===== src/verilog/esm_pkg.sv =====
// shared constants, types and helpers for the eSPI master select block
package esm_pkg;

  // topology: number of attached slaves and select index width
  localparam int NUM_SLV = 2;
  localparam int SLV_W   = 1;
  localparam int IO_W    = 4;

  // timing: system clock and serial clock rates
  localparam int SYS_CLK_MHZ    = 100;
  localparam int SCLK_PERIOD_NS = 160;
  localparam int SCLK_HALF_CYC  = (SCLK_PERIOD_NS * SYS_CLK_MHZ) / 2000;
  localparam int CNT_W          = 4;
  localparam logic [CNT_W-1:0] CNT_RISE = CNT_W'(SCLK_HALF_CYC);
  localparam logic [CNT_W-1:0] CNT_LAST = CNT_W'(2 * SCLK_HALF_CYC - 1);
  localparam logic [CNT_W-1:0] CNT_HALF_LAST = CNT_W'(SCLK_HALF_CYC - 1);

  // turn-around window length in serial clocks
  localparam logic [1:0] TAR_CLKS = 2'h2;

  // reset and idle levels of the link pins
  localparam logic [NUM_SLV-1:0] CS_IDLE  = {NUM_SLV{1'b1}};
  localparam logic [IO_W-1:0]    IO_HIGH  = {IO_W{1'b1}};
  localparam logic [7:0]         BYTE_RST = 8'h00;

  // one transaction request
  typedef struct packed {
    logic [SLV_W-1:0] target;   // slave to select
    logic             is_espi;  // 1: eSPI framing with turn-around, 0: plain SPI
    logic [7:0]       cmd_len;  // bytes sent by master, at least one
    logic [7:0]       rsp_len;  // bytes read back, may be zero
  } esm_req_t;

  // sequencer states
  typedef enum logic [2:0] {
    ESM_IDLE,
    ESM_SETUP,
    ESM_CMD,
    ESM_TAR,
    ESM_RSP,
    ESM_GAP
  } esm_state_t;

  // active-low one-hot select for a single slave
  function automatic logic [NUM_SLV-1:0] esm_cs_sel(input logic [SLV_W-1:0] target);
    logic [NUM_SLV-1:0] v;
    v = CS_IDLE;
    v[target] = 1'b0;
    return v;
  endfunction

endpackage


===== src/verilog/esm_sync.sv =====
// two-flop synchroniser for pin inputs
module esm_sync #(
  parameter int               W       = 1,
  parameter logic [W-1:0]     RST_VAL = '0
) (
  // clock and reset
  input  wire logic         clk_sys,
  input  wire logic         sys_rst,
  // asynchronous input and synchronised output
  input  wire logic [W-1:0] d_async,
  output logic      [W-1:0] q_sync
);

  logic [W-1:0] meta;

  // first stage is read only by the second
  always_ff @(posedge clk_sys) begin
    if (sys_rst) begin
      meta   <= RST_VAL;
      q_sync <= RST_VAL;
    end else begin
      meta   <= d_async;
      q_sync <= meta;
    end
  end

endmodule


===== src/verilog/esm_top.sv =====
// eSPI master chip-select, clock and turn-around sequencer
// Notes on behaviour
// - With link reset released, only the master drives chip selects.
// - One master, one or more slaves; only this block selects and clocks.
// - Link reset sourced by slave or by master, as configured.
// - Clock and data lines shared; only the selected slave answers.
// - Each slave has its own chip select and alert, both handled here.
// - Channels are independent; no ordering is kept between them.
// - All link pins but a master-sourced reset pin released while link reset is asserted.
// - Turn-around is two clocks: drive data high, then release.
// - After link reset the link runs on a single data line.
module esm_top
  import esm_pkg::*;
(
  // clock and reset
  input  wire logic                        clk_sys,
  input  wire logic                        sys_rst,
  // configuration
  input  wire logic                        rst_from_slave,
  input  wire logic                        link_rst_req,
  // request
  input  wire logic                        req_valid,
  input  wire esm_pkg::esm_req_t           req,
  output logic                             req_ready,
  // command byte stream
  input  wire logic [7:0]                  tx_data,
  output logic                             tx_take,
  // response byte stream and completion
  output logic [7:0]                       rx_data,
  output logic                             rx_valid,
  output logic                             done,
  // status
  output logic                             link_in_reset,
  output logic [esm_pkg::NUM_SLV-1:0]      alert_pend,
  // link pins
  output logic [esm_pkg::NUM_SLV-1:0]      cs_n_o,
  output logic [esm_pkg::NUM_SLV-1:0]      cs_n_oe,
  output logic                             sclk_o,
  output logic                             sclk_oe,
  input  wire logic [esm_pkg::IO_W-1:0]    io_i,
  output logic [esm_pkg::IO_W-1:0]         io_o,
  output logic [esm_pkg::IO_W-1:0]         io_oe,
  input  wire logic [esm_pkg::NUM_SLV-1:0] alert_n_i,
  input  wire logic                        lrst_n_i,
  output logic                             lrst_n_o,
  output logic                             lrst_n_oe
);
  import esm_pkg::*;

  localparam int SYN_W = NUM_SLV + IO_W + 1;

  // synchronised pins
  logic [SYN_W-1:0]   syn_q;
  logic [IO_W-1:0]    io_s;
  logic [NUM_SLV-1:0] alert_s;
  logic               lrst_s;

  // sequencer state
  esm_state_t         st,       next_st;
  esm_req_t           cur,      next_cur;
  logic [CNT_W-1:0]   cnt,      next_cnt;
  logic [2:0]         bitc,     next_bitc;
  logic [7:0]         bytec,    next_bytec;
  logic [1:0]         tarc,     next_tarc;
  logic [7:0]         shreg,    next_shreg;
  logic [NUM_SLV-1:0] next_cs_n_o;
  logic               next_sclk_o;
  logic [IO_W-1:0]    next_io_o,  next_io_oe;
  logic               next_tx_take, next_rx_valid, next_done, next_req_ready;
  logic [7:0]         next_rx_data;
  logic               link_rst;

  // link control state
  logic               dir_slave;
  logic               next_lrst_n_o, next_lrst_n_oe, next_link_in_reset;
  logic [NUM_SLV-1:0] next_alert_pend;
  logic               next_pin_oe;

  // pins from outside pass two flops first
  esm_sync #(
    .W       (SYN_W),
    .RST_VAL ({SYN_W{1'b1}})
  ) u_sync (
    .clk_sys (clk_sys),
    .sys_rst (sys_rst),
    .d_async ({lrst_n_i, alert_n_i, io_i}),
    .q_sync  (syn_q)
  );

  assign io_s    = syn_q[IO_W-1:0];
  assign alert_s = syn_q[IO_W +: NUM_SLV];
  assign lrst_s  = syn_q[SYN_W-1];

  // reset source: slave-driven level or our own driven level
  assign link_rst = dir_slave ? ~lrst_s : ~lrst_n_o;

  // reset-direction strap caught while system reset is held
  always_ff @(posedge clk_sys) begin
    if (sys_rst) begin
      dir_slave <= rst_from_slave;
    end
  end

  // link reset pin, pin enables and alert status
  always_comb begin
    next_lrst_n_o      = ~link_rst_req;
    next_lrst_n_oe     = ~dir_slave;
    next_link_in_reset = link_rst;
    next_pin_oe        = ~link_rst;
    // alert counts only while that slave is not selected
    next_alert_pend    = ~alert_s & cs_n_o;
  end

  always_ff @(posedge clk_sys) begin
    if (sys_rst) begin
      lrst_n_o      <= 1'b0;
      lrst_n_oe     <= 1'b0;
      link_in_reset <= 1'b1;
      cs_n_oe       <= '0;
      sclk_oe       <= 1'b0;
      alert_pend    <= '0;
    end else begin
      lrst_n_o      <= next_lrst_n_o;
      lrst_n_oe     <= next_lrst_n_oe;
      link_in_reset <= next_link_in_reset;
      cs_n_oe       <= {NUM_SLV{next_pin_oe}};
      sclk_oe       <= next_pin_oe;
      alert_pend    <= next_alert_pend;
    end
  end

  // transaction sequencer next state
  always_comb begin
    next_st        = st;
    next_cur       = cur;
    next_cnt       = cnt;
    next_bitc      = bitc;
    next_bytec     = bytec;
    next_tarc      = tarc;
    next_shreg     = shreg;
    next_cs_n_o    = cs_n_o;
    next_sclk_o    = 1'b0;
    next_io_o      = io_o;
    next_io_oe     = '0;
    next_tx_take   = 1'b0;
    next_rx_valid  = 1'b0;
    next_rx_data   = rx_data;
    next_done      = 1'b0;
    next_req_ready = 1'b0;
    case (st)
      ESM_IDLE: begin
        next_cs_n_o = CS_IDLE;
        if (req_valid && req_ready && !link_rst) begin
          next_cur     = req;
          next_cs_n_o  = esm_cs_sel(req.target);
          next_shreg   = tx_data;
          next_tx_take = 1'b1;
          next_cnt     = '0;
          next_bitc    = '0;
          next_bytec   = '0;
          next_st      = ESM_SETUP;
        end else begin
          next_req_ready = ~link_rst;
        end
      end
      ESM_SETUP: begin
        // clock held low while select falls; first bit launched
        next_io_o  = {IO_W{shreg[7]}};
        next_io_oe = {{(IO_W-1){1'b0}}, 1'b1};
        next_cnt   = cnt + 1'b1;
        if (cnt == CNT_HALF_LAST) begin
          next_cnt = '0;
          next_st  = ESM_CMD;
        end
      end
      ESM_CMD: begin
        // single-line output on data line 0
        next_sclk_o = (cnt >= CNT_RISE) && (cnt != CNT_LAST);
        next_io_oe  = {{(IO_W-1){1'b0}}, 1'b1};
        next_io_o   = {IO_W{shreg[7]}};
        next_cnt    = cnt + 1'b1;
        if (cnt == CNT_LAST) begin
          next_cnt   = '0;
          next_bitc  = bitc + 1'b1;
          next_shreg = {shreg[6:0], 1'b0};
          next_io_o  = {IO_W{shreg[6]}};
          if (bitc == 3'h7) begin
            next_bytec = bytec + 1'b1;
            if (bytec + 8'h01 >= cur.cmd_len) begin
              next_bytec = '0;
              next_tarc  = '0;
              next_io_o  = IO_HIGH;
              if (cur.is_espi) begin
                // all lines driven high from the end of the last command bit
                next_io_oe = IO_HIGH;
                next_st    = ESM_TAR;
              end else if (cur.rsp_len != 8'h00) begin
                next_io_oe = '0;
                next_st    = ESM_RSP;
              end else begin
                next_io_oe  = '0;
                next_cs_n_o = CS_IDLE;
                next_st     = ESM_GAP;
              end
            end else begin
              next_shreg   = tx_data;
              next_io_o    = {IO_W{tx_data[7]}};
              next_tx_take = 1'b1;
            end
          end
        end
      end
      ESM_TAR: begin
        // first clock all lines high, second clock released
        next_sclk_o = (cnt >= CNT_RISE) && (cnt != CNT_LAST);
        next_io_o   = IO_HIGH;
        next_io_oe  = (tarc == 2'h0) ? IO_HIGH : '0;
        next_cnt    = cnt + 1'b1;
        if (cnt == CNT_LAST) begin
          next_cnt   = '0;
          next_tarc  = tarc + 1'b1;
          next_io_oe = '0;
          if (tarc + 2'h1 == TAR_CLKS) begin
            if (cur.rsp_len != 8'h00) begin
              next_st = ESM_RSP;
            end else begin
              next_cs_n_o = CS_IDLE;
              next_st     = ESM_GAP;
            end
          end
        end
      end
      ESM_RSP: begin
        // selected slave answers on data line 1
        next_sclk_o = (cnt >= CNT_RISE) && (cnt != CNT_LAST);
        next_cnt    = cnt + 1'b1;
        if (cnt == CNT_RISE) begin
          next_shreg = {shreg[6:0], io_s[1]};
          if (bitc == 3'h7) begin
            next_rx_data  = {shreg[6:0], io_s[1]};
            next_rx_valid = 1'b1;
          end
        end
        if (cnt == CNT_LAST) begin
          next_cnt  = '0;
          next_bitc = bitc + 1'b1;
          if (bitc == 3'h7) begin
            next_bytec = bytec + 1'b1;
            if (bytec + 8'h01 >= cur.rsp_len) begin
              next_cs_n_o = CS_IDLE;
              next_st     = ESM_GAP;
            end
          end
        end
      end
      ESM_GAP: begin
        // select high for half a clock before the next request
        next_cs_n_o = CS_IDLE;
        next_cnt    = cnt + 1'b1;
        if (cnt == CNT_HALF_LAST) begin
          next_cnt       = '0;
          next_done      = 1'b1;
          next_req_ready = ~link_rst;
          next_st        = ESM_IDLE;
        end
      end
      default: begin
        next_st     = ESM_IDLE;
        next_cs_n_o = CS_IDLE;
      end
    endcase
    // link reset aborts any transfer and releases the lines
    if (link_rst) begin
      next_st        = ESM_IDLE;
      next_cs_n_o    = CS_IDLE;
      next_sclk_o    = 1'b0;
      next_io_oe     = '0;
      next_req_ready = 1'b0;
      next_tx_take   = 1'b0;
      next_rx_valid  = 1'b0;
      next_done      = 1'b0;
    end
  end

  // sequencer registers
  always_ff @(posedge clk_sys) begin
    if (sys_rst) begin
      st        <= ESM_IDLE;
      cur       <= '0;
      cnt       <= '0;
      bitc      <= '0;
      bytec     <= '0;
      tarc      <= '0;
      shreg     <= BYTE_RST;
      cs_n_o    <= CS_IDLE;
      sclk_o    <= 1'b0;
      io_o      <= IO_HIGH;
      io_oe     <= '0;
      tx_take   <= 1'b0;
      rx_valid  <= 1'b0;
      rx_data   <= BYTE_RST;
      done      <= 1'b0;
      req_ready <= 1'b0;
    end else begin
      st        <= next_st;
      cur       <= next_cur;
      cnt       <= next_cnt;
      bitc      <= next_bitc;
      bytec     <= next_bytec;
      tarc      <= next_tarc;
      shreg     <= next_shreg;
      cs_n_o    <= next_cs_n_o;
      sclk_o    <= next_sclk_o;
      io_o      <= next_io_o;
      io_oe     <= next_io_oe;
      tx_take   <= next_tx_take;
      rx_valid  <= next_rx_valid;
      rx_data   <= next_rx_data;
      done      <= next_done;
      req_ready <= next_req_ready;
    end
  end

endmodule


===== config.mk =====
export PLATFORM = sky130hd
export DESIGN_NAME = esm_top
export DESIGN_NICKNAME = d
export VERILOG_FILES = /design/src/verilog/esm_pkg.sv /design/src/verilog/esm_sync.sv /design/src/verilog/esm_top.sv
export SDC_FILE = /design/constraint.sdc
export NUM_CORES = 1
export LEC_CHECK = 0
export ABC_AREA = 1
export BUFFER_PORTS_ARGS = -buffer_cell sky130_fd_sc_hd__buf_4
export CAP_MARGIN = 20
export CORE_ASPECT_RATIO = 0.8
export CORE_UTILIZATION = 40
export DETAILED_ROUTE_END_ITERATION = 10
export REMOVE_ABC_BUFFERS = 1
export SYNTH_ARGS = -nofsm -noshare
export SYNTH_HDL_FRONTEND = slang
export SYNTH_HIERARCHICAL = 1
export SYNTH_SLANG_ARGS = --single-unit

===== constraint.sdc =====
create_clock -name clk_sys -period 3.8 [get_ports clk_sys]
set_input_delay 0.57 -clock clk_sys [delete_from_list [all_inputs] [get_ports clk_sys]]
set_output_delay 0.57 -clock clk_sys [all_outputs]
set_load 0.02 [all_outputs]

Word level (Yosys, flattened, before mapping)
Cells that the tools add are included.
- register bits after elaboration: 90
- bits in latches: 0
- RAM bits: 0
- memory bits (read-only): 0
- input port bits: 38
- output and inout bits: 31
- word-level logic and storage cells: 178
- memories: 0
- add/sub/neg operators: 4
- multiply operators: 0
- divide/modulo/power cells: 0
- magnitude comparators: 5
- equal/unequal tests: 25
- shifts and indexed selects: 0
- muxes and demuxes: 75
- bitwise gates (word level): 13
- reductions and logical operators: 29
- operators by type and width (kind ; number):
    8-bit two-way mux ; 11
    4-bit two-way mux ; 12
    8-bit one-hot mux with 3 select lines ; 2
    3-bit two-way mux ; 14
    4-bit one-hot mux with 3 select lines ; 3
    2-bit two-way mux ; 15
    2-bit != test, second input constant ; 13
    3-bit one-hot mux with 6 select lines ; 1
    8-bit greater-or-equal comparator ; 2
    1-bit two-way mux ; 11
    11-bit AND reduction ; 1
    1-bit inverter ; 10
    2-bit one-hot mux with 5 select lines ; 1
    10-bit AND reduction ; 1
    3-bit equality test, second input constant ; 3
    3-bit nonzero test ; 3
    3-bit OR reduction ; 3
    8-bit by 1-bit adder with 8-bit output, second input constant ; 1
    4-bit equality test, second input constant ; 2
    8-bit nonzero test ; 1
    3-bit by 2-bit equality test with 1-bit output, second input constant ; 2
    3-bit one-hot mux with 2 select lines ; 1
    3-bit AND reduction ; 2
    6-bit AND reduction ; 1
    other kinds (26) ; 35

Longest topological paths before layout
Gate-level depths: netlist (run 1).
- word-level depth: 7
- mapped depth: 16
- gate-level depth less buffers: 16

Cells and area by module
Netlist (run 1), hierarchy kept.
- modules (own cells, without submodules) (module ; instances ; cells each ; area an instance (sq um) ; sequential area each (sq um)):
    esm_top ; 1 ; 502 ; 3673.5 ; 1411.4
    esm_sync ; 1 ; 44 ; 400.4 ; 280.3

Worst setup path before layout (run 1)
No wires, ideal clock.
- kind: register to register
- start point: reg bytec[0]
- end point: reg bytec[7]
- library setup time: 0.071 ns
- data arrival time: 2.203 ns
- data required time: 3.729 ns
- slack: 1.527 ns
- cell stages (with the launch flop): 13
- cells stage by stage: dfxtp_1 -> inv_1 -> nor2_1 -> nand4_1 -> xor2_1 -> inv_1 -> ha_1 -> a21o_1 -> nor2_1 -> nand3_1 -> nand2_1 -> nand3_1 -> a21oi_1
- cells in the longest elaborated chain, start to end: 6
- elaborated cells on any way between the ends: 8
- RTL lines (what ; line ; text):
    from (decl) ; esm_top.sv:63 ; logic [7:0] bytec, next_bytec;
    from (signal assigned) ; esm_top.sv:309 ; bytec <= next_bytec;
    8-bit by 1-bit adder with 8-bit output (*) ; esm_top.sv:188, esm_top.sv:189, esm_top.sv:248 ;
    8-bit greater-or-equal comparator ; esm_top.sv:189 ; if (bytec + 8'h01 >= cur.cmd_len) begin
    8-bit two-way mux ; esm_top.sv:189 ;
    8-bit two-way mux ; esm_top.sv:187 ; if (bitc == 3'h7) begin
    8-bit two-way mux ; esm_top.sv:182 ; if (cnt == CNT_LAST) begin
    8-bit one-hot mux with 3 select lines (*) ; esm_top.sv:150 ; case (st)
Mark *: on every way between the ends. The rest lies on a longest branch, timed or not. The select of a mux whose other input is x is not followed.
A chain may end at the register's enable or synchronous reset.

Final worst setup path (run 1)
- start point: reg bytec[0]
- end point: reg bytec[6]
Same word-level chain as after synthesis.

==> results of run 1 <==
[how the worst min path moves through the flow]
| stage | start | end | slack [ns] | cells after the start |
|---|---|---|---|---|
| floorplan | u_sync/q_sync[4]$_SDFF_PP1_ | alert_pend[0]$_SDFF_PP0_ | 0.37 | 1 |
| global placement | u_sync/q_sync[4]$_SDFF_PP1_ | alert_pend[0]$_SDFF_PP0_ | 0.37 | 1 |
| detailed placement | u_sync/q_sync[4]$_SDFF_PP1_ | alert_pend[0]$_SDFF_PP0_ | 0.38 | 1 |
| CTS | link_rst_req | lrst_n_o$_SDFF_PP0_ | 0.37 | 2 |
| global route | link_rst_req | lrst_n_o$_SDFF_PP0_ | 0.37 | 2 |
| finish | link_rst_req | lrst_n_o$_SDFF_PP0_ | 0.38 | 2 |
[flip-flops by register name, indices dropped and copies added, names as in the netlist, 2 cells and up]
signal and cells:
alert_pend 2, io_oe 2, cur 17, u_sync/meta 4
bitc 3, cnt 4, tarc 2, bytec 8
shreg 8, st 3, cs_n_o 2, u_sync/q_sync 4
rx_data 8
[layer usage]
layer / global-route usage, % / part of all wire, %
met5: 0 / 0
met1: 26.07 / 51
met2: 30.54 / 44
met4: 5.222 / 0.61
met3: 3.893 / 3.5
[per-stage QoR]
step | hold WS (ns) | cell area [um2] | util [%] | worst slack [ns]
5_1_grt | 0.3688 | 4753 | 51.28 | 0.5953
2_1_floorplan | 0.3677 | 3794 | - | 1.528
3_3_place_gp | 0.3728 | 4425 | 47.74 | 1.034
4_1_cts | 0.3705 | 4726 | 50.98 | 0.9282
6_report | 0.3788 | 4753 | 51.28 | 0.9352
3_5_place_dp | 0.3776 | 4425 | 47.74 | 0.9743
[worst max-delay path, cell delays in order (launching register included)]
cell and delay [ns]:
sky130_fd_sc_hd__dfxtp_1 0.43, sky130_fd_sc_hd__ha_1 0.23, sky130_fd_sc_hd__nand3_1 0.12, sky130_fd_sc_hd__nand3b_1 0.19
sky130_fd_sc_hd__xor2_1 0.31, sky130_fd_sc_hd__ha_1 0.30, sky130_fd_sc_hd__nand2_1 0.07, sky130_fd_sc_hd__nor2_1 0.05
sky130_fd_sc_hd__nor2_1 0.26, sky130_fd_sc_hd__nand3_1 0.26, sky130_fd_sc_hd__nand2_1 0.32, sky130_fd_sc_hd__nand3_1 0.13
sky130_fd_sc_hd__a21oi_1 0.13
[final cells by class]
| type | count | area (um2) |
|---|---|---|
| inverter | 84 | 320.3 |
| fill | 915 | 4517 |
| clock buffer | 9 | 225.2 |
| multi-input combinational | 347 | 1902 |
| clock inverter | 7 | 75.07 |
| tap | 115 | 143.9 |
| timing repair buffer | 66 | 515.5 |
| sequential | 78 | 1572 |
[layout by cell type, fill, tap and decap left out, types with 3 or more instances in the layout]
master and n:
sky130_fd_sc_hd__buf_4 65, sky130_fd_sc_hd__a22oi_1 3, sky130_fd_sc_hd__xor2_1 6, sky130_fd_sc_hd__nand4_1 6
sky130_fd_sc_hd__clkbuf_16 9, sky130_fd_sc_hd__nand2_1 94, sky130_fd_sc_hd__nor2_1 63, sky130_fd_sc_hd__o21ai_1 3
sky130_fd_sc_hd__inv_8 3, sky130_fd_sc_hd__ha_1 23, sky130_fd_sc_hd__nor3_1 3, sky130_fd_sc_hd__nor2_2 4
sky130_fd_sc_hd__o21ai_0 32, sky130_fd_sc_hd__a21oi_1 39, sky130_fd_sc_hd__inv_1 76, sky130_fd_sc_hd__inv_2 6
sky130_fd_sc_hd__o21a_1 5, sky130_fd_sc_hd__a211oi_1 3, sky130_fd_sc_hd__nand3_1 36, sky130_fd_sc_hd__dfxtp_1 77
[power by group through the flow]
stage | clock network, uW | logic [uW] | registers, uW
floorplan | 0 | 484 | 983
global placement | 0 | 713 | 953
finish | 865 | 734 | 937
CTS | 883 | 731 | 937
global route | 917 | 822 | 946
detailed placement | 0 | 727 | 956
==> impl_metrics.tcl, run 1 <==
set metrics [dict create \
    rsz0062_at_grt "no" \
    average_cell_area_after_synthesis_um2 7.403 \
    clk_pin_slew_worst_paths_ns 0.07 \
    crit_path_start_kind "flop" \
    worstPathRequired_ns 4.07 \
    antenna_found_initial 0 \
    cts-hold-fix-buffers 0 \
    drt_iter0_drc 178 \
    track_usage_pct 19.10 \
    net_count_of_the_finished_layout 647 \
    timing_worst_setup_path_type "reg -> reg" \
    ys.warnings.count 6 \
    clock_sink_count 78 \
    setup.worst_path.end "bytec[6]$_SDFFE_PP0P_" \
    reg2reg_slack_ns 0.94 \
    final-hold-violation-count 0 \
    ctsRootBufferMaster "sky130_fd_sc_hd__clkbuf_16" \
    tightest_slew_ns 0.5933 \
    timing.critical_path.to_type "flop" \
    startpoint "bytec[0]$_SDFFE_PP0P_" \
    power.net_switching_uw 929.6 \
    post_cts_resize_count 0 \
    antenna_cells 0 \
    power_density_nw_per_um2 533.4 \
    hp-class "in -> reg" \
    power.switching_fraction_pct 36.66 \
    share_comb_of_total_power_pct 28.9 \
    power.share.clock_pct 34.1 \
    stdcell_count 706 \
    wl_per_cell_um 12.92 \
    die-area_um2 10170 \
    post-dp-hpwl_mm 6.670 \
    route.vias.total 3411 \
    slew_violations 0 \
    final-setup-viol-count 0 \
    clock_tree_from_tritoncts "built" \
    post-route-min-period_ns 2.865 \
    floorplan.die.height_um 90.42 \
    die_w_um 112.5 \
    tritoncts.num_buffers 9 \
    clock-skew-final_ns 0.006572 \
    h-tree-depth 3 \
    synthToLayoutAreaGrowth_pct 21.61 \
    critical_path.reg2reg.endpoint "bytec[6]$_SDFFE_PP0P_" \
    postSynthCellCount 528 \
    place_congestion 0.8518 \
    arrival_ns 3.13 \
    viasPerCell 4.831 \
    grt_first_pass_wirelength_mm 15.48 \
    finalSetupTns_ns 0 \
    floorplan.core_area_um2 9270 \
    vdd_drop_max_mv 0.2150 \
    initial_core_util_pct 42.16 \
    timing.reg2reg.worst_path_depth 12 \
    rr_startpoint "bytec[0]$_SDFFE_PP0P_" \
    p_int_uw 1606 \
    design_power_total_uw 2535 \
    crit_fanout 8 \
    fp-row-count 31 \
    worst_skew_pair.late_latency_ns 0.34 \
    total_wirelength_mm 9.123 \
    final.period_utilization_pct 75.39 \
    share_of_cells_above_drive_strength_1_pct 18.44 \
    status "complete, no violations" \
    place.port_buffers 65 \
    numPlacedInstances 689 \
    synth_area_um2 3909 \
    max-slew-margin-rel_pct 60.23 \
    dr.pass1.iters 4 \
    cts_setup_buffers 0 \
    via_count_of_the_first_global_routing_pass 3219 \
    floorplan.io_pins 69 \
    max_freq_mhz 349.1 \
    detail_route.drc_violations 0 \
    leakage_uw 0.002294 \
    maximum_number_of_pins_on_one_net_before_global_route_repair 36 \
    antenna_violating_nets_post_route 0 \
    clock_path_buffers 2 \
    max_cap_violations 0 \
    seqPwrFrac_pct 37.0 \
    globalRouteOverflowTotal 0 \
]
Note: power is estimated with default switching activity, not from simulation.
==> inputs of run 2 (changes only) <==
- ABC_AREA: 1 -> 0
- clock period: 3.8 -> 2.52 ns (I/O delays scaled with it)
==> impl_metrics.tcl, run 2 <==
set metrics [dict create \
    globalRouteOverflowTotal 0 \
    h-tree-depth 3 \
    track_usage_pct 20.20 \
    top_register "cur" \
    post-route-cell-area_um2 5338 \
    cp_cell_sequence "nand2_1 > nor2_4 > xor2_2 > ha_4 > buf_6 > nand3_4 > o311ai_4 > o2111a_1 > buf_4 > o21ai_2 > a32o_1" \
    rsz0062_at_grt "yes" \
    worstPathRequired_ns 2.76 \
    worst_hold_path_endpoint "lrst_n_o$_SDFF_PP0_" \
    tightest_slew_ns 0.7456 \
    max-slew-margin-rel_pct 48.87 \
    final_common_cell "sky130_fd_sc_hd__buf_4" \
    place_congestion 0.8250 \
    place.port_buffers 65 \
    cpPeakStageDelay_ns 0.51 \
    max_freq_mhz 379.5 \
    final-setup-viol-count 12 \
    post-dp-hpwl_mm 6.686 \
    drt_iter0_drc 173 \
    floorplan.io_pins 69 \
    worst_hold_startpoint "link_rst_req" \
    floorplan.die.height_um 89.75 \
    via_count_of_the_first_global_routing_pass 3332 \
    timing_worst_setup_path_type "reg -> reg" \
    finalSetupTns_ns -0.3694 \
    route.vias.total 3601 \
    rr_startpoint "bytec[5]$_SDFFE_PP0P_" \
    wl_per_cell_um 15.04 \
    average_cell_area_after_synthesis_um2 8.333 \
    detailed_place.area_um2 4569 \
    die_w_um 111.7 \
    postSynthCellCount 462 \
    antenna_violating_nets_post_route 0 \
    leading_cell_types_in_the_layout_fill_and_taps_excluded "sky130_fd_sc_hd__buf_4, sky130_fd_sc_hd__dfxtp_1, sky130_fd_sc_hd__nand2_1" \
    post-route-min-period_ns 2.635 \
    die-area_um2 10020 \
    share_of_cells_above_drive_strength_1_pct 30.62 \
    power_density_nw_per_um2 543.2 \
    timing.reg2reg.worst_path_depth 11 \
    ys.warnings.count 6 \
    synthToLayoutAreaGrowth_pct 38.64 \
    dr.pass1.iters 8 \
    floorplan.core_area_um2 9193 \
    hp-class "in -> reg" \
    tritoncts.num_buffers 9 \
    crit_fanout 5 \
    antenna_found_initial 0 \
    detail_route.drc_violations 4 \
    antenna_cells 0 \
    crit_path_start_kind "flop" \
    final-hold-violation-count 0 \
    timing.critical_path.to_type "flop" \
    status "finished, violations left" \
    final.period_utilization_pct 104.6 \
    initial_core_util_pct 41.88 \
    startpoint "bytec[5]$_SDFFE_PP0P_" \
    grt_first_pass_wirelength_mm 16.17 \
    total_wirelength_mm 10.03 \
    worst_skew_pair.late_latency_ns 0.35 \
    violated_checks "design-rule violations, negative setup slack" \
    clock_sink_count 78 \
    critical-path-slowest-cell "sky130_fd_sc_hd__dfxtp_1" \
    vdd_drop_max_mv 0.4118 \
    slew_violations 0 \
    hold_path_depth 2 \
    synth_area_um2 3850 \
    clk_pin_slew_worst_paths_ns 0.06 \
    reg2reg_slack_ns -0.12 \
    ctsRootBufferMaster "sky130_fd_sc_hd__clkbuf_16" \
    largest_register_ff_count 17 \
    setup_slack_ns -0.1152 \
    maximum_number_of_pins_on_one_net_before_global_route_repair 65 \
    fp-row-count 31 \
    clock-skew-final_ns 0.007407 \
    viasPerCell 5.399 \
    net_count_of_the_finished_layout 609 \
    clock_tree_from_tritoncts "built" \
    clock_path_buffers 2 \
    leakage_uw 0.002169 \
    max_cap_violations 0 \
    fin_util_pct 58.06 \
    arrival_ns 2.87 \
    design_power_total_uw 2900 \
    critical_path.reg2reg.endpoint "st[1]$_SDFFE_PP0P_" \
]
==> run 2: power by group <==
part / total [uW] / switching (uW) / internal, uW
logic: 256 / 138 / 118
clock network: 1360 / 509 / 849
registers: 1290 / 20.0 / 1270
==> run 2: worst max-delay path by stage <==
stage          depth (start not counted)                      to
2_1_floorplan                         10      st[1]$_SDFFE_PP0P_
4_1_cts                               11      st[0]$_SDFFE_PP0P_
5_1_grt                               11      st[1]$_SDFFE_PP0P_
3_5_place_dp                          10  cs_n_o[0]$_SDFFE_PP1P_
3_3_place_gp                          10  cs_n_o[0]$_SDFFE_PP1P_
6_report                              11      st[1]$_SDFFE_PP0P_
==> run 2: repair_timing <==
item	in CTS	in global routing
buffers inserted	6	4
resized for setup	24	40
gates cloned	1	0
endpoints found under the setup margin	27	26
hold buffers	0	0
pin swaps	8	22
==> run 2: area by class of cell <==
cell class / count / area, um2
fillers: 807 / 3855
multi-input cells: 331 / 2391
flip-flops and latches: 78 / 1579
repair buffers: 106 / 823.3
clock buffers: 11 / 264.0
well taps: 115 / 143.9
inverters: 22 / 82.58
clock inverters: 4 / 53.80
==> run 2: worst max-delay path, delay by kind of cell (launching register included) <==
kind                       cells  cell delay [ns]
xor gates and xnor gates       1             0.10
DFF                            1             0.51
adders and majority gates      1             0.29
AOI/OAI and AO/OA              4             0.99
and+or+nand+nor                3             0.40
buffers and inverters          2             0.21
==> run 2: per-layer routing <==
metal	routed length [um]	GRT usage [%]	vias to the layer above	share of wire (%)
li1	-	-	1777	-
met1	4774	29.16	1686	48
met2	4334	28.42	129	43
met3	829	6.136	9	8.3
met4	92	6.306	0	0.92
met5	0	0	-	0
==> run 2: stage by stage <==
step | setup slack, ns | hold slack (ns) | std cells
after global placement | -0.2407 | 0.3792 | 643
final | -0.1152 | 0.1775 | 667
after detailed placement | -0.3243 | 0.3804 | 643
after CTS | -0.02896 | 0.1695 | 663
after floorplan | -0.2691 | 0.3714 | 430
after global routing | -0.2050 | 0.1792 | 667
